### config.mk
export PLATFORM = sky130hd
export DESIGN_NAME = pcb_bus_master
export DESIGN_NICKNAME = d
export VERILOG_FILES = /design/src/pcb_pkg.sv /design/src/pcb_bus_master.sv /design/src/pcb_abort_track.sv
export SDC_FILE = /design/constraint.sdc
export NUM_CORES = 1
export LEC_CHECK = 0
export BUFFER_PORTS_ARGS = -buffer_cell sky130_fd_sc_hd__buf_2
export CORE_MARGIN = 1.5
export CORE_UTILIZATION = 50
export CTS_CLUSTER_SIZE = 24
export DETAILED_ROUTE_END_ITERATION = 7
export PLACE_DENSITY = 0.77
export SYNTH_ARGS = -nofsm -noshare
export SYNTH_HDL_FRONTEND = slang
export SYNTH_SLANG_ARGS = --single-unit
### constraint.sdc
create_clock -name mclk -period 3.4 [get_ports mclk]
set_clock_uncertainty 0.05 [all_clocks]
set_input_delay 0.34 -clock mclk [delete_from_list [all_inputs] [get_ports mclk]]
set_output_delay 0.34 -clock mclk [all_outputs]
set_load 0.01 [all_outputs]
### src/pcb_pkg.sv
// Constants for the pipelined processor memory bus interface.
// Assumes a single 10 MHz clock; all encodings are fixed two-bit codes.
package pcb_pkg;
	// Bus cycle type codes
	localparam logic [1:0] CYC_INT = 2'h0;
	localparam logic [1:0] CYC_COP = 2'h1;
	localparam logic [1:0] CYC_NSEQ = 2'h2;
	localparam logic [1:0] CYC_SEQ = 2'h3;
	// Transfer width codes
	localparam logic [1:0] SZ_BYTE = 2'h0;
	localparam logic [1:0] SZ_HALF = 2'h1;
	localparam logic [1:0] SZ_WORD = 2'h2;
	// Burst address steps in bytes
	localparam logic [31:0] STEP_WORD = 32'h0000_0004;
	localparam logic [31:0] STEP_HALF = 32'h0000_0002;
	// Core-side request kinds
	localparam logic [1:0] KIND_INT = 2'h0;
	localparam logic [1:0] KIND_COP = 2'h1;
	localparam logic [1:0] KIND_MEM = 2'h2;
	// Values after reset
	localparam logic [31:0] ADDR_RST = 32'h0000_0000;
	localparam logic [31:0] DATA_RST = 32'h0000_0000;
	localparam logic [1:0] PROT_RST = 2'h2;

	function automatic logic [31:0] pcb_step(input logic [1:0] size);
		pcb_step = (size == SZ_WORD) ? STEP_WORD : STEP_HALF;
	endfunction

	function automatic logic pcb_is_mem(input logic [1:0] cyc);
		pcb_is_mem = (cyc == CYC_NSEQ) || (cyc == CYC_SEQ);
	endfunction
endpackage

### src/pcb_bus_master.sv
// Processor side of the pipelined memory bus: address phase, data phase, bursts.
// Assumes the core holds its request until bus_cycle_extend is high at a clock edge.
// Contract
// RL1: Cycle type codes: internal, coprocessor, nonsequential, sequential.
// RL2: Controller accesses memory only on N or S.
// RL3: N cycle: address now, data next cycle.
// RL4: Controller stretches back-to-back N cycles via extend. The model stretches only when the bench drives hold.
// RL5: Burst address steps four or two bytes.
// RL6: Byte transfers never form a burst.
// RL7: Burst starts N or merged; attributes constant.
// RL8: Merged internal cycle presents next S address.
// RL9: Controller never commits during internal cycles.
// RL10: Controller ignores coprocessor transfer cycles. The model answers coprocessor reads with 32'h1234_5678.
// RL11: Memory ignores low address bits per width.
// RL12: Direction high writes, constant in burst.
// RL13: Size codes byte, halfword, word; burst-constant.
// RL14: Writable memory needs per-byte write enables.
// RL15: Protection: upper privileged, lower data access.
// RL16: Lock high during atomic swap pair.
// RL17: Instruction state low 32-bit, high 16-bit.
// RL18: Write data valid in write cycles only.
// RL19: Read data sampled at bus cycle end.
// RL20: Abort sampled only ending N/S cycles.
// RL21: Data abort traps; fetch abort tagged.
// RL22: Everything on rising edge of clock.
// RL23: Cycle completes only when extend high.
`timescale 1ns/1ps
`default_nettype none
module pcb_bus_master (
	// Clock and reset
	input wire logic mclk,
	input wire logic reset,
	// Core request, taken at an edge with bus_cycle_extend high; state16 taken at every edge
	input wire logic req_valid,
	input wire logic [1:0] req_kind,
	input wire logic [31:0] req_addr,
	input wire logic [1:0] req_size,
	input wire logic req_write,
	input wire logic req_priv,
	input wire logic req_data,
	input wire logic req_seq,
	input wire logic req_merge,
	input wire logic req_lock,
	input wire logic [31:0] req_wdata,
	input wire logic state16,
	// Core execute feedback for fetch aborts
	input wire logic exec_valid,
	input wire logic exec_fetch_abort,
	// Bus inputs
	input wire logic bus_cycle_extend,
	input wire logic [31:0] rdata,
	input wire logic abort,
	// Bus address class and request outputs
	output logic [1:0] bus_cycle_type,
	output logic [31:0] addr,
	output logic write,
	output logic [1:0] size,
	output logic [1:0] access_protection,
	output logic lock,
	output logic instr_set_state,
	// Bus write data
	output logic [31:0] wdata,
	// Core response
	output logic rsp_valid,
	output logic [31:0] rsp_rdata,
	output logic rsp_fetch_abort,
	output logic data_abort_trap,
	output logic prefetch_abort_trap
);
	import pcb_pkg::*;

	logic [1:0] cyc_q, cyc_d;
	logic [31:0] addr_q, addr_d;
	logic write_q, write_d;
	logic [1:0] size_q, size_d;
	logic [1:0] prot_q, prot_d;
	logic lock_q, lock_d;
	logic merged_q, merged_d;
	logic live_q, live_d;
	logic [31:0] wbuf_q;
	logic [1:0] dcyc_q;
	logic dwrite_q;
	logic ddata_q;
	logic [31:0] wdata_q;
	logic rsp_valid_q;
	logic [31:0] rsp_rdata_q;
	logic tset_q;
	logic seq_ok;
	logic advance;
	logic sample_mem;

	assign advance = bus_cycle_extend; // RL23

	// Sequential only when width, direction and protection match the open burst
	assign seq_ok = req_seq && live_q && (req_size != SZ_BYTE) // RL6
		&& (req_size == size_q) && (req_write == write_q)
		&& ({req_priv, req_data} == prot_q); // RL7

	// Next address phase
	always_comb begin
		cyc_d = CYC_INT;
		addr_d = addr_q;
		write_d = write_q;
		size_d = size_q;
		prot_d = prot_q;
		lock_d = 1'b0;
		merged_d = 1'b0;
		live_d = 1'b0;
		if (req_valid) begin
			write_d = req_write; // RL12
			size_d = req_size; // RL13
			prot_d = {req_priv, req_data}; // RL15
			lock_d = req_lock; // RL16
			case (req_kind)
				KIND_INT: begin
					cyc_d = CYC_INT; // RL1
					if (req_merge) begin
						addr_d = req_addr; // RL8
						merged_d = 1'b1;
						live_d = (req_size != SZ_BYTE);
					end
				end
				KIND_COP: begin
					cyc_d = CYC_COP; // RL1
				end
				default: begin
					live_d = (req_size != SZ_BYTE); // RL6
					if (seq_ok) begin
						cyc_d = CYC_SEQ; // RL1
						// Merged cycle already shows the location; else step on
						addr_d = merged_q ? addr_q : addr_q + pcb_step(size_q); // RL5 RL8
					end else begin
						cyc_d = CYC_NSEQ; // RL3
						addr_d = req_addr;
					end
				end
			endcase
		end
	end

	// Address phase registers, moved only at completed bus cycles
	always_ff @(posedge mclk) begin
		if (reset) begin
			cyc_q <= CYC_INT;
			addr_q <= ADDR_RST;
			write_q <= 1'b0;
			size_q <= SZ_WORD;
			prot_q <= PROT_RST;
			lock_q <= 1'b0;
			merged_q <= 1'b0;
			live_q <= 1'b0;
			wbuf_q <= DATA_RST;
		end else if (advance) begin // RL22 RL23
			cyc_q <= cyc_d;
			addr_q <= addr_d;
			write_q <= write_d;
			size_q <= size_d;
			prot_q <= prot_d;
			lock_q <= lock_d;
			merged_q <= merged_d;
			live_q <= live_d;
			wbuf_q <= req_wdata;
		end
	end

	// Data phase follows the address phase by one bus cycle
	always_ff @(posedge mclk) begin
		if (reset) begin
			dcyc_q <= CYC_INT;
			dwrite_q <= 1'b0;
			ddata_q <= 1'b0;
			wdata_q <= DATA_RST;
		end else if (advance) begin // RL3
			dcyc_q <= cyc_q;
			dwrite_q <= write_q;
			ddata_q <= prot_q[0];
			// Write data only for write cycles to memory or coprocessor
			if (write_q && (pcb_is_mem(cyc_q) || cyc_q == CYC_COP)) begin
				wdata_q <= wbuf_q; // RL18
			end else begin
				wdata_q <= DATA_RST; // RL18
			end
		end
	end

	// Read data captured at the edge ending the data phase
	always_ff @(posedge mclk) begin
		if (reset) begin
			rsp_valid_q <= 1'b0;
			rsp_rdata_q <= DATA_RST;
		end else begin
			rsp_valid_q <= advance && !dwrite_q
				&& (pcb_is_mem(dcyc_q) || dcyc_q == CYC_COP); // RL19
			if (advance) begin
				rsp_rdata_q <= rdata; // RL19
			end
		end
	end

	always_ff @(posedge mclk) begin
		if (reset) begin
			tset_q <= 1'b0;
		end else begin
			tset_q <= state16; // RL17
		end
	end

	assign sample_mem = advance && pcb_is_mem(dcyc_q); // RL20

	pcb_abort_track u_abort (
		.mclk(mclk),
		.reset(reset),
		.sample_en(sample_mem),
		.data_access(ddata_q),
		.abort(abort),
		.exec_valid(exec_valid),
		.exec_fetch_abort(exec_fetch_abort),
		.data_abort_trap(data_abort_trap),
		.fetch_abort_tag(rsp_fetch_abort),
		.prefetch_abort_trap(prefetch_abort_trap)
	);

	assign bus_cycle_type = cyc_q;
	assign addr = addr_q;
	assign write = write_q;
	assign size = size_q;
	assign access_protection = prot_q;
	assign lock = lock_q;
	assign instr_set_state = tset_q;
	assign wdata = wdata_q;
	assign rsp_valid = rsp_valid_q;
	assign rsp_rdata = rsp_rdata_q;

	a_seq_no_byte: assert property (@(posedge mclk) disable iff (reset)
		(cyc_q == CYC_SEQ) |-> (size_q != SZ_BYTE)) // RL6
		else $error("sequential cycle with byte size");

	a_burst_step: assert property (@(posedge mclk) disable iff (reset)
		(advance && pcb_is_mem(cyc_q)) ##1 (cyc_q == CYC_SEQ)
		|-> addr_q == $past(addr_q, 1) + pcb_step($past(size_q, 1))) // RL5
		else $error("burst address step wrong");

	a_burst_attrs: assert property (@(posedge mclk) disable iff (reset)
		(advance && pcb_is_mem(cyc_q)) ##1 (cyc_q == CYC_SEQ)
		|-> (write_q == $past(write_q)) && (size_q == $past(size_q))
		&& (prot_q == $past(prot_q))) // RL7
		else $error("burst attributes changed");

	a_merge_same: assert property (@(posedge mclk) disable iff (reset)
		(advance && cyc_q == CYC_INT && merged_q) ##1 (cyc_q == CYC_SEQ)
		|-> $stable(addr_q)) // RL8
		else $error("merged cycle address not reused");

	a_extend_hold: assert property (@(posedge mclk) disable iff (reset)
		!bus_cycle_extend |=> $stable(cyc_q) && $stable(addr_q) && $stable(wdata_q)) // RL23
		else $error("bus changed while cycle extended");

	a_kind_code: assert property (@(posedge mclk) disable iff (reset)
		(advance && req_valid && req_kind == KIND_COP) |=> (cyc_q == CYC_COP)) // RL1
		else $error("coprocessor request not coded as coprocessor cycle");

	a_prot_lock: assert property (@(posedge mclk) disable iff (reset)
		(advance && req_valid) |=> (prot_q == {$past(req_priv), $past(req_data)})
		&& (lock_q == $past(req_lock))) // RL15 RL16
		else $error("protection or lock not taken from request");

	a_wdata_read: assert property (@(posedge mclk) disable iff (reset)
		(!dwrite_q && $past(advance)) |-> (wdata_q == DATA_RST)) // RL18
		else $error("write data driven in read cycle");

	a_rdata_cap: assert property (@(posedge mclk) disable iff (reset)
		rsp_valid_q |-> (rsp_rdata_q == $past(rdata)) && $past(advance)) // RL19
		else $error("read data not sampled at cycle end");

	a_abort_mem: assert property (@(posedge mclk) disable iff (reset)
		data_abort_trap |-> $past(advance && pcb_is_mem(dcyc_q) && abort && ddata_q)) // RL20 RL21
		else $error("data abort outside active memory cycle");

	a_state_flag: assert property (@(posedge mclk) disable iff (reset)
		##1 (instr_set_state == $past(state16))) // RL17
		else $error("instruction state flag does not follow core");
endmodule
`default_nettype wire

### src/pcb_abort_track.sv
// Abort tracking for the memory bus interface.
// Assumes the caller gives a sample strobe only at the end of an active memory cycle.
`timescale 1ns/1ps
`default_nettype none
module pcb_abort_track (
	// Clock and reset
	input wire logic mclk,
	input wire logic reset,
	// End of an active memory data phase
	input wire logic sample_en,
	input wire logic data_access,
	input wire logic abort,
	// Instruction leaving execute, with the abort tag it carried
	input wire logic exec_valid,
	input wire logic exec_fetch_abort,
	// Results
	output logic data_abort_trap,
	output logic fetch_abort_tag,
	output logic prefetch_abort_trap
);
	import pcb_pkg::*;

	// Data side traps at once; opcode side is only tagged
	always_ff @(posedge mclk) begin
		if (reset) begin
			data_abort_trap <= 1'b0;
			fetch_abort_tag <= 1'b0;
		end else begin
			data_abort_trap <= sample_en && data_access && abort; // RL21
			fetch_abort_tag <= sample_en && !data_access && abort; // RL21
		end
	end

	// Prefetch trap only when the tagged instruction really executes
	always_ff @(posedge mclk) begin
		if (reset) begin
			prefetch_abort_trap <= 1'b0;
		end else begin
			prefetch_abort_trap <= exec_valid && exec_fetch_abort; // RL21
		end
	end
endmodule
`default_nettype wire

==> After elaboration in Yosys (flattened, before gate mapping) <==
Index checks and enable logic that the tools add are counted.
{ "word_totals": {"inputBits": 114, "ff_bits": 147, "elab_cells": 74, "output_inout_bits": 109} }
{ "classes": {"n_eq_ne": 13, "reduce_logical": 24, "muxes": 16, "n_bitwise": 1, "n_addsub": 1} }
{ "ops": {"columns": ["cell", "count"], "rows": [
  ["32-bit two-way mux", 4],
  ["32-bit case mux with 2 select lines", 1],
  ["32-bit by 3-bit adder with 32-bit output", 1],
  ["1-bit logical AND", 14],
  ["2-bit equality test, second input constant", 5],
  ["1-bit two-way mux", 7],
  ["2-bit by 1-bit equality test with 1-bit output, second input constant", 3],
  ["5-bit AND reduction", 1],
  ["2-bit equality test", 2],
  ["1-bit logical OR", 4],
  ["2-bit case mux with 2 select lines", 1],
  ["3-bit two-way mux", 1],
  ["3-bit by 2-bit inequality test with 1-bit output, second input constant", 1],
  ["1-bit logical NOT", 2],
  ["2-bit logical NOT", 1],
  ["2-bit two-way mux", 1],
  ["2-bit inequality test, second input constant", 1],
  ["1-bit case mux with 2 select lines", 1],
  ["2-bit AND reduction", 1],
  ["2-bit nonzero test", 1],
  ["1-bit equality test", 1],
  ["1-bit NOT", 1]
]} }

==> Logic depth before layout (Yosys ltp) <==
Gate-level depths: netlist (run 1).
{ "depth": {"word_depth": 8, "depth_mapped": 9, "mapped_depth_nobuf": 8} }

==> Modules after synthesis <==
A second synthesis (run 1) with hierarchy kept.
{ "hier_totals": {"cells_unflattened": 717, "hier_area_um2": 6331.1} }
{ "by_module_without_submodules": {"columns": ["mod", "cells_per_inst", "instances", "area_each_um2", "seq_area_each_um2"], "rows": [
  ["pcb_bus_master", 711, 1, 6237.2, 2882.8],
  ["pcb_abort_track", 6, 1, 93.8, 60.1]
]} }

==> Worst setup path before layout (run 1) <==
No wires, ideal clock.
{ "synth_timing": {"path_kind": "reg-to-reg", "start": "register size_q[0], in the netlist size[0]", "end": "register addr_q[20], in the netlist addr[20]", "period_less_slack_ns": 2.783, "required_ns": 3.276, "path_slack_ns": 0.617, "setup_time_ns": 0.074, "arrival_ns": 2.659, "path_stages_with_launch": 10, "n_path_buf": 1, "path_cell_list": "dfxtp_1 nand2b_1 inv_1 ha_1 a21oi_2 or4_4 buf_6 or4_4 or4_1 a31oi_1"} }
{ "synth_between": {"elab_chain_cells": 6, "elab_cells_between_ends": 12, "cone_classes": "add/sub: 1; eq/ne: 3; mux: 4; reduce/logical: 4"} }
{ "synth_rtl": {"columns": ["item", "line", "source"], "rows": [
  ["start, declared", "pcb_bus_master.sv:75", "logic [1:0] size_q, size_d;"],
  ["start signal, assigned", "pcb_bus_master.sv:157", "size_q <= size_d;"],
  ["2-bit equality test (on tied branches)", "pcb_pkg.sv:26, pcb_bus_master.sv:96", null],
  ["3-bit two-way mux / 1-bit logical AND (equally long branches)", "pcb_pkg.sv:26, pcb_bus_master.sv:96", null],
  ["32-bit by 3-bit adder with 32-bit output / 1-bit logical AND (equally long branches)", "pcb_bus_master.sv:131, pcb_bus_master.sv:96", null],
  ["32-bit two-way mux / 1-bit logical AND (equally long branches)", "pcb_bus_master.sv:131, pcb_bus_master.sv:97", null],
  ["32-bit two-way mux / 3-bit by 2-bit inequality test with 1-bit output (equally long branches)", null, null],
  ["32-bit case mux with 2 select lines / 5-bit AND reduction (equally long branches)", null, null],
  ["end signal, assigned", "pcb_bus_master.sv:155", "addr_q <= addr_d;"],
  ["end, declared", "pcb_bus_master.sv:73", "logic [31:0] addr_q, addr_d;"]
]} }
Several ways; a longest one is shown, not always the timed one. The select of a mux whose other input is x is not followed.
A chain may end at the register's enable or synchronous reset.

==> Final worst setup path (run 1) <==
{ "layout_timing": {"start": "register size_q[0], in the netlist size[0]", "end": "register addr_q[28], in the netlist addr[28]"} }
Same word-level chain as after synthesis.

==> flow_metrics.py, run 1 <==
metrics = {
    "status": {
        "status": "complete, no violations",
    },
    "yosys": {
        "yosysWarningCount": 0,
        "synthFlopType": "dfxtp_1",
        "async_flop_share": 0,
        "synth_cell_types": 57,
        "synth-seq-cells": 147,
        "synthCells": 737,
        "yosysSeqAreaShare": 0.4527,
        "synth_edf_count": 0,
        "synth_nets": 854,
        "synth_area_per_cell_um2": 8.820,
        "synth_area_um2": 6500,
    },
    "worst_setup_path": {
        "crit_type": "reg -> reg",
        "worstPathRequired_ns": 3.62,
        "worstSetupEndpointType": "register",
        "worstPathMaxFanout": 10,
        "arrival_ns": 3.08,
        "worstSetupStartpointType": "register",
    },
    "floorplan": {
        "dieArea_um2": 13690,
        "io_pins": 223,
        "die_w_um": 117.0,
        "die_height_um": 117.0,
        "initial_core_util": 0.5130,
        "coreArea_um2": 12670,
        "rows": 41,
    },
    "timing": {
        "fin_ws_ns": 0.5386,
        "relSlewSlack": 0.4981,
        "slew_violations": 0,
        "fin_setup_tns_ns": 0,
        "fin_crit_ns": 2.861,
        "rsz0062_at_grt": "false",
        "final_hold_viol_count": 0,
        "holdWs_ns": 0.08382,
        "tightestPinTransition_ns": 0.7529,
        "fmax_mhz": 349.5,
        "fin_crit_sh": 0.8416,
        "setup_viol": 0,
    },
    "clock_tree": {
        "post_cts_buffers": 0,
        "hold_buffers": 0,
        "htree_levels": 4,
        "cts.repair.resized": 0,
        "cts_tree": "built",
        "cts_buffers": 17,
        "clk_latency_ns": 0.42,
        "clk_path_buf_depth": 2,
        "clock_sinks": 147,
        "cts_root_buffer": "clkbuf_16",
        "cts.reportedPaths.clkPinSlew_ns": 0.06,
    },
    "placement": {
        "preCtsSetupSlack_ns": 0.5567,
        "hpwl_mm": 12.15,
        "gp_congestion": 0.9145,
        "place_area_um2": 7779,
        "io_buffers": 222,
    },
    "routing": {
        "remaining_drc_errors": 0,
        "final_antenna_net_count": 0,
        "routed-via-count": 6256,
        "vias_per_cell": 5.561,
        "wl_per_cell_um": 15.85,
        "drt-initial-drc-count": 580,
        "wl_mm": 17.84,
        "drt-pass1-iter-count": 5,
    },
    "global_route": {
        "first_global_vias": 5604,
        "antenna_found_initial": 0,
        "grt_max_degree": 113,
        "grt_pass1_wl_mm": 27.97,
        "met1_usage": 0.3358,
        "grt_util_met3": 0.07518,
        "grt_use_met2": 0.4203,
        "globalRouteTotalUtil": 0.2626,
        "overflow": 0,
        "grt_busiest_layer": "met2",
    },
    "final_layout": {
        "multi_input_area_um2": 3274,
        "fin_nets": 1057,
        "fillerInstances": 1106,
        "postLayoutCellArea_um2": 8402,
        "syn_to_final_growth_pct": 29.26,
        "n_antenna_cell": 0,
        "layout-drive-gt1-share": 0.3012,
        "seq_area_um2": 2943,
    },
    "power_and_ir_drop": {
        "p_leak_nw": 3.749,
        "power_w": 0.004209,
        "ir_drop_mv": 0.3585,
        "power_density_nw_per_um2": 500.9,
    },
    "min_path": {
        "hold_class": "in -> reg",
    },
    "run": {
        "cap_violations": 0,
    },
}
-- cell families (layout without fill, tap and decap cells) --
logic type / Yosys count / in the layout / share of synthesized area
DFF: 147 / 147 / 0.4527
and+or+nand+nor: 291 / 291 / 0.2283
buffers and inverters: 78 / 294 / 0.04678
xor gates and xnor gates: 4 / 4 / 0.005389
adders and majority gates: 3 / 3 / 0.006929
AOI/OAI and AO/OA: 139 / 139 / 0.1442
muxes: 75 / 75 / 0.1157
-- final cells by class --
type                       count  area share
multi-input combinational    512      0.3897
inverter                      22    0.009829
tap                          172     0.02561
clock inverter                12     0.01981
clock buffer                  20     0.05436
timing repair buffer         240      0.1504
sequential                   147      0.3503
-- per-stage QoR --
step	utilization	cells
6_report	0.6631	1125
2_1_floorplan	-	737
3_3_place_gp	0.6139	1093
5_1_grt	0.6631	1125
4_1_cts	0.6631	1125
3_5_place_dp	0.6139	1093
-- synth_stat cells, types with 9 or more instances --
| cell type | number | share of area |
|---|---|---|
| nand4_1 | 17 | 0.016 |
| mux2i_1 | 74 | 0.11 |
| nor2b_1 | 37 | 0.036 |
| a211oi_1 | 12 | 0.014 |
| o21ai_0 | 9 | 0.0069 |
| inv_1 | 22 | 0.013 |
| nand2_1 | 33 | 0.019 |
| nor4_1 | 13 | 0.013 |
| nand3_1 | 17 | 0.013 |
| a21oi_1 | 49 | 0.038 |
| clkbuf_1 | 50 | 0.029 |
| nor2_1 | 120 | 0.069 |
| o31ai_1 | 11 | 0.013 |
| dfxtp_1 | 147 | 0.45 |
| o32ai_1 | 13 | 0.018 |
-- flip-flops by register name, indices dropped and copies added, names as in the netlist, 2 cells and up --
signal / count
addr: 32
bus_cycle_type: 2
wdata: 32
wbuf_q: 32
access_protection: 2
rsp_rdata: 32
dcyc_q: 2
size: 2
-- where the power goes --
group / switching, W / total (W) / leakage, nW / internal (W)
clock network: 0.000761 / 0.00197 / 0.304 / 0.00121
registers: 0.0000521 / 0.00185 / 1.20 / 0.00179
logic: 0.000218 / 0.000393 / 2.24 / 0.000175
total: 0.00103 / 0.00421 / 3.75 / 0.00318
-- final timing paths --
check                        start                     endpoint  slack [ns]  depth (start not counted)
hold reg to reg           dwrite_q                    rsp_valid        0.38                          1
hold / removal    exec_fetch_abort  u_abort.prefetch_abort_trap        0.08                          3
setup reg to reg           size[0]                     addr[28]        0.54                          8
setup / recovery           size[0]                     addr[28]        0.54                          8
-- placed cells by master (no fill, tap or decap), types with 3 or more instances in the layout --
cell	count
nand2b_1	8
o211ai_1	7
clkbuf_16	17
nand2_1	33
and2_1	3
xor2_1	4
nand4b_1	4
a211o_1	4
o31ai_1	11
o31a_1	4
o32ai_1	13
nor2b_1	37
a21oi_1	49
inv_6	4
inv_1	22
dfxtp_1	147
nand3_1	17
a31oi_1	7
a221oi_1	7
or4_1	5
buf_2	220
buf_4	19
a2bb2oi_1	5
bufinv_16	3
and3_1	5
nor3_1	8
a211oi_1	12
nand4_1	17
mux2i_1	74
nor2_1	119
or2_2	3
o21ai_0	9
nor4_1	13
-- per-layer routing --
metal | part of all wire | vias up
met5 | 0 | -
met2 | 0.46 | 298
met3 | 0.081 | 34
li1 | - | 3038
met4 | 0.022 | 0
met1 | 0.43 | 2886
-- critical path: stages (launching register included) --
cell and delay (ns):
dfxtp_1 0.39, nand2b_1 0.16, inv_1 0.08, ha_1 0.29, a21oi_2 0.10, or4_4 0.62, or4_2 0.66, a211oi_1 0.26
o32ai_1 0.10
No activity file was read; power rests on OpenSTA's default activity.
==> run 2: changes to the inputs <==
--- a/config.mk
+++ b/config.mk
@@ -5,6 +5,7 @@
 export SDC_FILE = /design/constraint.sdc
 export NUM_CORES = 1
 export LEC_CHECK = 0
+export ABC_AREA = 1
 export BUFFER_PORTS_ARGS = -buffer_cell sky130_fd_sc_hd__buf_2
 export CORE_MARGIN = 1.5
 export CORE_UTILIZATION = 50
==> constraint.sdc (replaced) <==
create_clock -name mclk -period 2.7 [get_ports mclk]
set_clock_uncertainty 0.05 [all_clocks]
set_input_delay 0.27 -clock mclk [delete_from_list [all_inputs] [get_ports mclk]]
set_output_delay 0.27 -clock mclk [all_outputs]
set_load 0.01 [all_outputs]
==> run 2 against run 1 <==
  * Wire length rose by 2.8%
  * Clock-buffer cell count increased by 2
  * Non-clock buffer count fell by 8
  * Global-route usage grew 1.1 points
  * Sequential share of layout area up 0.93 points
  * Largest power group is now registers
==> flow_metrics.py, run 2 <==
metrics = {
    "yosys": {
        "synthFlopType": "dfxtp_1",
        "synth_xor_area_frac": 0.01901,
        "synth-seq-cells": 147,
        "yosys-top-cells-area": "dfxtp_1, nor2_1, nand2_1",
        "synth_cell_types": 34,
        "synth_edf_count": 0,
        "synth_nets": 1046,
        "synth_common_cells": "nor2_1, nand2_1, dfxtp_1",
        "synth_area_per_cell_um2": 6.943,
        "synth-simple-area-share": 0.3141,
        "synth_top_area_frac": 0.4563,
        "synth_compound_area_frac": 0.1430,
        "synthMuxAreaShare": 0,
        "synth_area_um2": 6450,
        "synthAdderAreaFrac": 0.006984,
        "synth_top_family_by_area": "simple AND/OR/NAND/NOR gates",
        "yosysTopAreaCell": "dfxtp_1",
        "async_flop_share": 0,
        "synthCells": 929,
        "yosysWarningCount": 0,
        "yosysMostFrequentCell": "nor2_1",
        "yosysSeqAreaShare": 0.4563,
    },
    "floorplan": {
        "die_height_um": 116.6,
        "die_w_um": 116.6,
        "io_pins": 223,
        "dieArea_um2": 13590,
        "initial_core_util": 0.5111,
        "coreArea_um2": 12620,
        "rows": 41,
    },
    "clock_tree": {
        "cts_tree": "built",
        "clk_latency_ns": 0.42,
        "cts_buffers": 17,
        "cts.reportedPaths.clkPinSlew_ns": 0.06,
        "clock_sinks": 147,
        "htree_levels": 4,
        "clk_path_buf_depth": 2,
        "cts_root_buffer": "clkbuf_16",
        "cts.repair.resized": 0,
        "hold_buffers": 0,
        "post_cts_buffers": 0,
    },
    "global_route": {
        "globalRouteTotalUtil": 0.2735,
        "overflow": 0,
        "antenna_found_initial": 0,
        "grt_pass1_wl_mm": 29.08,
        "grt_max_degree": 105,
        "first_global_vias": 6144,
    },
    "power_and_ir_drop": {
        "p_leak_nw": 3.861,
        "power_density_nw_per_um2": 611.2,
        "ir_drop_mv": 0.4991,
        "power_w": 0.005002,
    },
    "worst_setup_path": {
        "worstPathRequired_ns": 3.01,
        "slowest_stage": "fa_1",
        "worstSetupEndpointType": "register",
        "worstSetupStartpointType": "register",
        "crit_type": "reg -> reg",
        "cp_slowest_stage_delay_ns": 0.42,
        "cp_common_cell": "nand2_1",
        "worstPathMaxFanout": 4,
        "critPathBufInv": 3,
        "cpLargestDelayFamily": "simple AND/OR/NAND/NOR gates",
        "cp_cell_sequence": "inv_1 > nor2_1 > inv_1 > ha_1 > fa_1 > inv_1 > nor2_2 > nand2_2 > nor2_4 > nand2_1 > nor2_1 > nand3_1 > nand2_1 > nand2_1 > nand2_1 > nor2_1",
        "arrival_ns": 2.67,
    },
    "placement": {
        "hpwl_mm": 12.50,
        "gp_congestion": 0.9565,
        "io_buffers": 222,
    },
    "routing": {
        "drt-initial-drc-count": 476,
        "wl_mm": 18.34,
        "wl_per_cell_um": 13.96,
        "routed-via-count": 6711,
        "final_antenna_net_count": 0,
        "remaining_drc_errors": 0,
        "drt-pass1-iter-count": 5,
        "vias_per_cell": 5.107,
    },
    "timing": {
        "relSlewSlack": 0.5734,
        "holdWs_ns": 0.01186,
        "setup_viol": 0,
        "fin_crit_ns": 2.362,
        "final_hold_viol_count": 0,
        "fin_crit_sh": 0.8747,
        "rsz0062_at_grt": "false",
        "tightestPinTransition_ns": 0.6398,
        "slew_violations": 0,
        "fmax_mhz": 423.4,
        "fin_setup_tns_ns": 0,
    },
    "final_layout": {
        "final_cell_mix": "nor2_1, buf_2, nand2_1",
        "fin_nets": 1247,
        "layout-drive-gt1-share": 0.2443,
        "layout_commonest_cell": "nor2_1",
        "syn_to_final_growth_pct": 26.89,
        "n_antenna_cell": 0,
    },
    "min_path": {
        "hold_class": "in -> reg",
    },
    "run": {
        "cap_violations": 0,
    },
    "status": {
        "status": "complete, no violations",
    },
}
run 2: cell count changes after synthesis, moves of 13 or more:
cell and change:
a22oi_1 +32, clkbuf_1 -13, inv_1 +20, o32ai_1 -13, nor2b_1 -37, a21oi_1 -19, nor2_1 +156, nand2_1 +143
mux2i_1 -74, o21ai_0 +87
run 2: worst paths after layout:
| path | start | to | slack, ns | depth (start not counted) |
|---|---|---|---|---|
| worst max-delay path | size[1] | addr[23] | 0.34 | 16 |
| worst min-delay path | state16 | instr_set_state | 0.01 | 3 |
| worst max register to register | size[1] | addr[23] | 0.34 | 16 |
| worst min register to register | dwrite_q | rsp_valid | 0.39 | 1 |
run 2: metrics by stage:
stage / instance area, um^2 / setup slack, ns / utilization / cells
floorplan: 6450 / 0.5489 / - / 929
global placement: 7654 / 0.4542 / 0.6065 / 1283
detailed placement: 7654 / 0.3895 / 0.6065 / 1283
CTS: 8184 / 0.3686 / 0.6485 / 1314
global route: 8184 / 0.1612 / 0.6485 / 1314
finish: 8184 / 0.3383 / 0.6485 / 1314
run 2: cell families after synthesis:
logic type,Yosys count
compound gates,165
fa+ha+maj,3
buf+inv,94
xor+xnor,14
simple gates,506
flops,147
run 2: area by class of cell:
type,count,area [um^2]
clock inverter,9,56.30
sequential,147,2943
inverter,44,165.2
tap,172,215.2
multi-input combinational,688,3119
timing repair buffer,232,1211
clock buffer,22,474.2
fill,1187,4436
run 2: where the power goes:
group,switching (W),internal (W),total [W]
logic,0.000299,0.000210,0.000509
registers,0.0000791,0.00228,0.00235
clock network,0.000903,0.00124,0.00214
run 2: per-layer routing:
metal / routed length [um] / GRT usage / vias to the layer above
li1: - / - / 3379
met4: 459 / 0.1141 / 0
met5: 0 / 0 / -
met2: 8726 / 0.4671 / 283
met1: 7548 / 0.3231 / 3012
met3: 1602 / 0.07940 / 37
run 2: worst register-to-register path: cells and delay by family, from the launching register on:
family / cells / cell delay, ns
fa+ha+maj: 2 / 0.63
buf+inv: 3 / 0.25
flops: 1 / 0.36
simple gates: 11 / 1.01
==> run 3: changes to the inputs <==
--- a/config.mk
+++ b/config.mk
@@ -7,6 +7,7 @@
 export LEC_CHECK = 0
 export ABC_AREA = 1
 export BUFFER_PORTS_ARGS = -buffer_cell sky130_fd_sc_hd__buf_2
+export CORE_ASPECT_RATIO = 0.6
 export CORE_MARGIN = 1.5
 export CORE_UTILIZATION = 50
 export CTS_CLUSTER_SIZE = 24
==> run 3 against run 2 <==
  * Via count hardly changed
  * Register-to-register slack hardly changed
  * Utilization is 2.3 points higher
  * Sequential power hardly changed
  * Hold slack worse by 0.0043 ns
  * Cell area is 1.1% higher
==> flow_metrics.py, run 3 (same netlist as run 2, synthesis figures left out) <==
metrics = {
    "floorplan": {
        "die_height_um": 90.98,
        "rows": 31,
        "io_pins": 223,
        "initial_core_util": 0.5229,
        "die_w_um": 149.6,
        "coreArea_um2": 12330,
        "dieArea_um2": 13610,
    },
    "min_path": {
        "hold_class": "in -> reg",
        "whs_path_depth": 3,
    },
    "global_route": {
        "antenna_found_initial": 0,
        "grt_pass1_wl_mm": 30.47,
        "first_global_vias": 6092,
        "grt_max_degree": 73,
        "overflow": 0,
        "globalRouteTotalUtil": 0.2821,
    },
    "routing": {
        "drt-pass1-iter-count": 6,
        "drt-initial-drc-count": 620,
        "routed-via-count": 6708,
        "final_antenna_net_count": 0,
        "remaining_drc_errors": 0,
        "wl_mm": 18.98,
        "wl_per_cell_um": 14.47,
        "vias_per_cell": 5.113,
    },
    "worst_setup_path": {
        "worstPathRequired_ns": 2.98,
        "r2r_cells": 15,
        "worstSetupEndpointType": "register",
        "arrival_ns": 2.63,
        "worstPathMaxFanout": 4,
        "worstSetupStartpointType": "register",
        "crit_type": "reg -> reg",
    },
    "timing": {
        "slew_violations": 0,
        "rsz0062_at_grt": "false",
        "fin_setup_tns_ns": 0,
        "fmax_mhz": 425.2,
        "fin_crit_sh": 0.8711,
        "holdWs_ns": 0.007604,
        "setup_viol": 0,
        "relSlewSlack": 0.5402,
        "tightestPinTransition_ns": 0.6898,
        "final_hold_viol_count": 0,
        "fin_crit_ns": 2.352,
    },
    "power_and_ir_drop": {
        "power_density_nw_per_um2": 633.2,
        "p_leak_nw": 3.919,
        "power_w": 0.005242,
        "ir_drop_mv": 0.4041,
    },
    "placement": {
        "gp_congestion": 0.9839,
        "io_buffers": 222,
        "hpwl_mm": 13.32,
    },
    "clock_tree": {
        "cts.reportedPaths.clkPinSlew_ns": 0.07,
        "clk_path_buf_depth": 2,
        "htree_levels": 4,
        "clock_sinks": 147,
        "clk_latency_ns": 0.42,
        "cts_tree": "built",
        "post_cts_buffers": 0,
        "cts_buffers": 17,
        "cts_root_buffer": "clkbuf_16",
    },
    "status": {
        "status": "complete, no violations",
    },
    "final_layout": {
        "syn_to_final_growth_pct": 28.34,
        "layout-drive-gt1-share": 0.2493,
        "fin_nets": 1251,
        "final_cell_mix": "nor2_1, buf_2, nand2_1",
        "n_antenna_cell": 0,
        "layout_commonest_cell": "nor2_1",
    },
    "run": {
        "cap_violations": 0,
    },
}
-- run 3: changes by cell type in the layout (fill, tap and decap cells not counted) --
| cell | previous run | this run |
|---|---|---|
| clkbuf_8 | 3 | 1 |
| clkinvlp_4 | 3 | 0 |
| bufinv_16 | 0 | 1 |
| nor2_1 | 276 | 275 |
| nor2_2 | 2 | 3 |
| inv_6 | 1 | 2 |
| buf_4 | 8 | 11 |
| clkinv_4 | 0 | 5 |
| clkbuf_1 | 2 | 0 |
| inv_8 | 0 | 6 |
| clkinv_2 | 5 | 0 |
| dlygate4sd3_1 | 0 | 1 |
-- run 3: final timing paths --
kind	startpoint	end	slack (ns)
max	size[1]	addr[23]	0.35
max reg2reg	size[1]	addr[23]	0.35
min	state16	instr_set_state	0.008
min reg2reg	dwrite_q	rsp_valid	0.38
-- run 3: timing repair --
item / CTS / global route
hold buffers: 1 / 0
gates resized for setup: 0 / 1
endpoints found under the hold margin: 1 / 0
setup endpoints to repair: 0 / 3
-- run 3: area by class of cell --
class / instances / area, um^2
repair buffers: 236 / 1244
well taps: 165 / 206.4
inverters: 44 / 165.2
fillers: 1113 / 4056
clock inverters: 14 / 158.9
multi-input cells: 688 / 3122
flip-flops and latches: 147 / 2943
clock buffers: 18 / 439.2
-- run 3: metal layers --
metal / routed length, um / global-route usage / share of wire
met5: 0 / 0 / 0
met3: 2226 / 0.1045 / 0.12
met2: 7580 / 0.3798 / 0.40
met1: 8972 / 0.4126 / 0.47
met4: 204 / 0.08168 / 0.011
-- run 3: metrics by stage --
stage	instance area, um^2	worst slack [ns]	utilization	instances
floorplan	6450	0.5489	-	929
global placement	7667	0.3721	0.6216	1279
detailed placement	7667	0.2682	0.6216	1279
CTS	8275	0.2540	0.6709	1312
global route	8278	0.09789	0.6711	1312
finish	8278	0.3482	0.6711	1312
-- run 3: worst max-delay path, stage by stage (launching register included) --
cell     delay, ns
dfxtp_1       0.37
inv_1         0.08
nor2_2        0.20
inv_1         0.07
ha_1          0.21
fa_1          0.43
inv_1         0.11
nor2_2        0.07
nand2_2       0.15
nor2_4        0.06
nand2_1       0.12
o21ai_0       0.09
nand2_1       0.10
nand2_1       0.05
inv_1         0.05
nor2_1        0.04
-- run 3: power by group --
part / switching [W] / internal [W] / leakage (nW) / total [W]
Sequential: 0.0000821 / 0.00227 / 1.21 / 0.00236
Combinational: 0.000303 / 0.000213 / 2.41 / 0.000516
Clock: 0.00103 / 0.00134 / 0.297 / 0.00237
Total: 0.00141 / 0.00383 / 3.92 / 0.00524
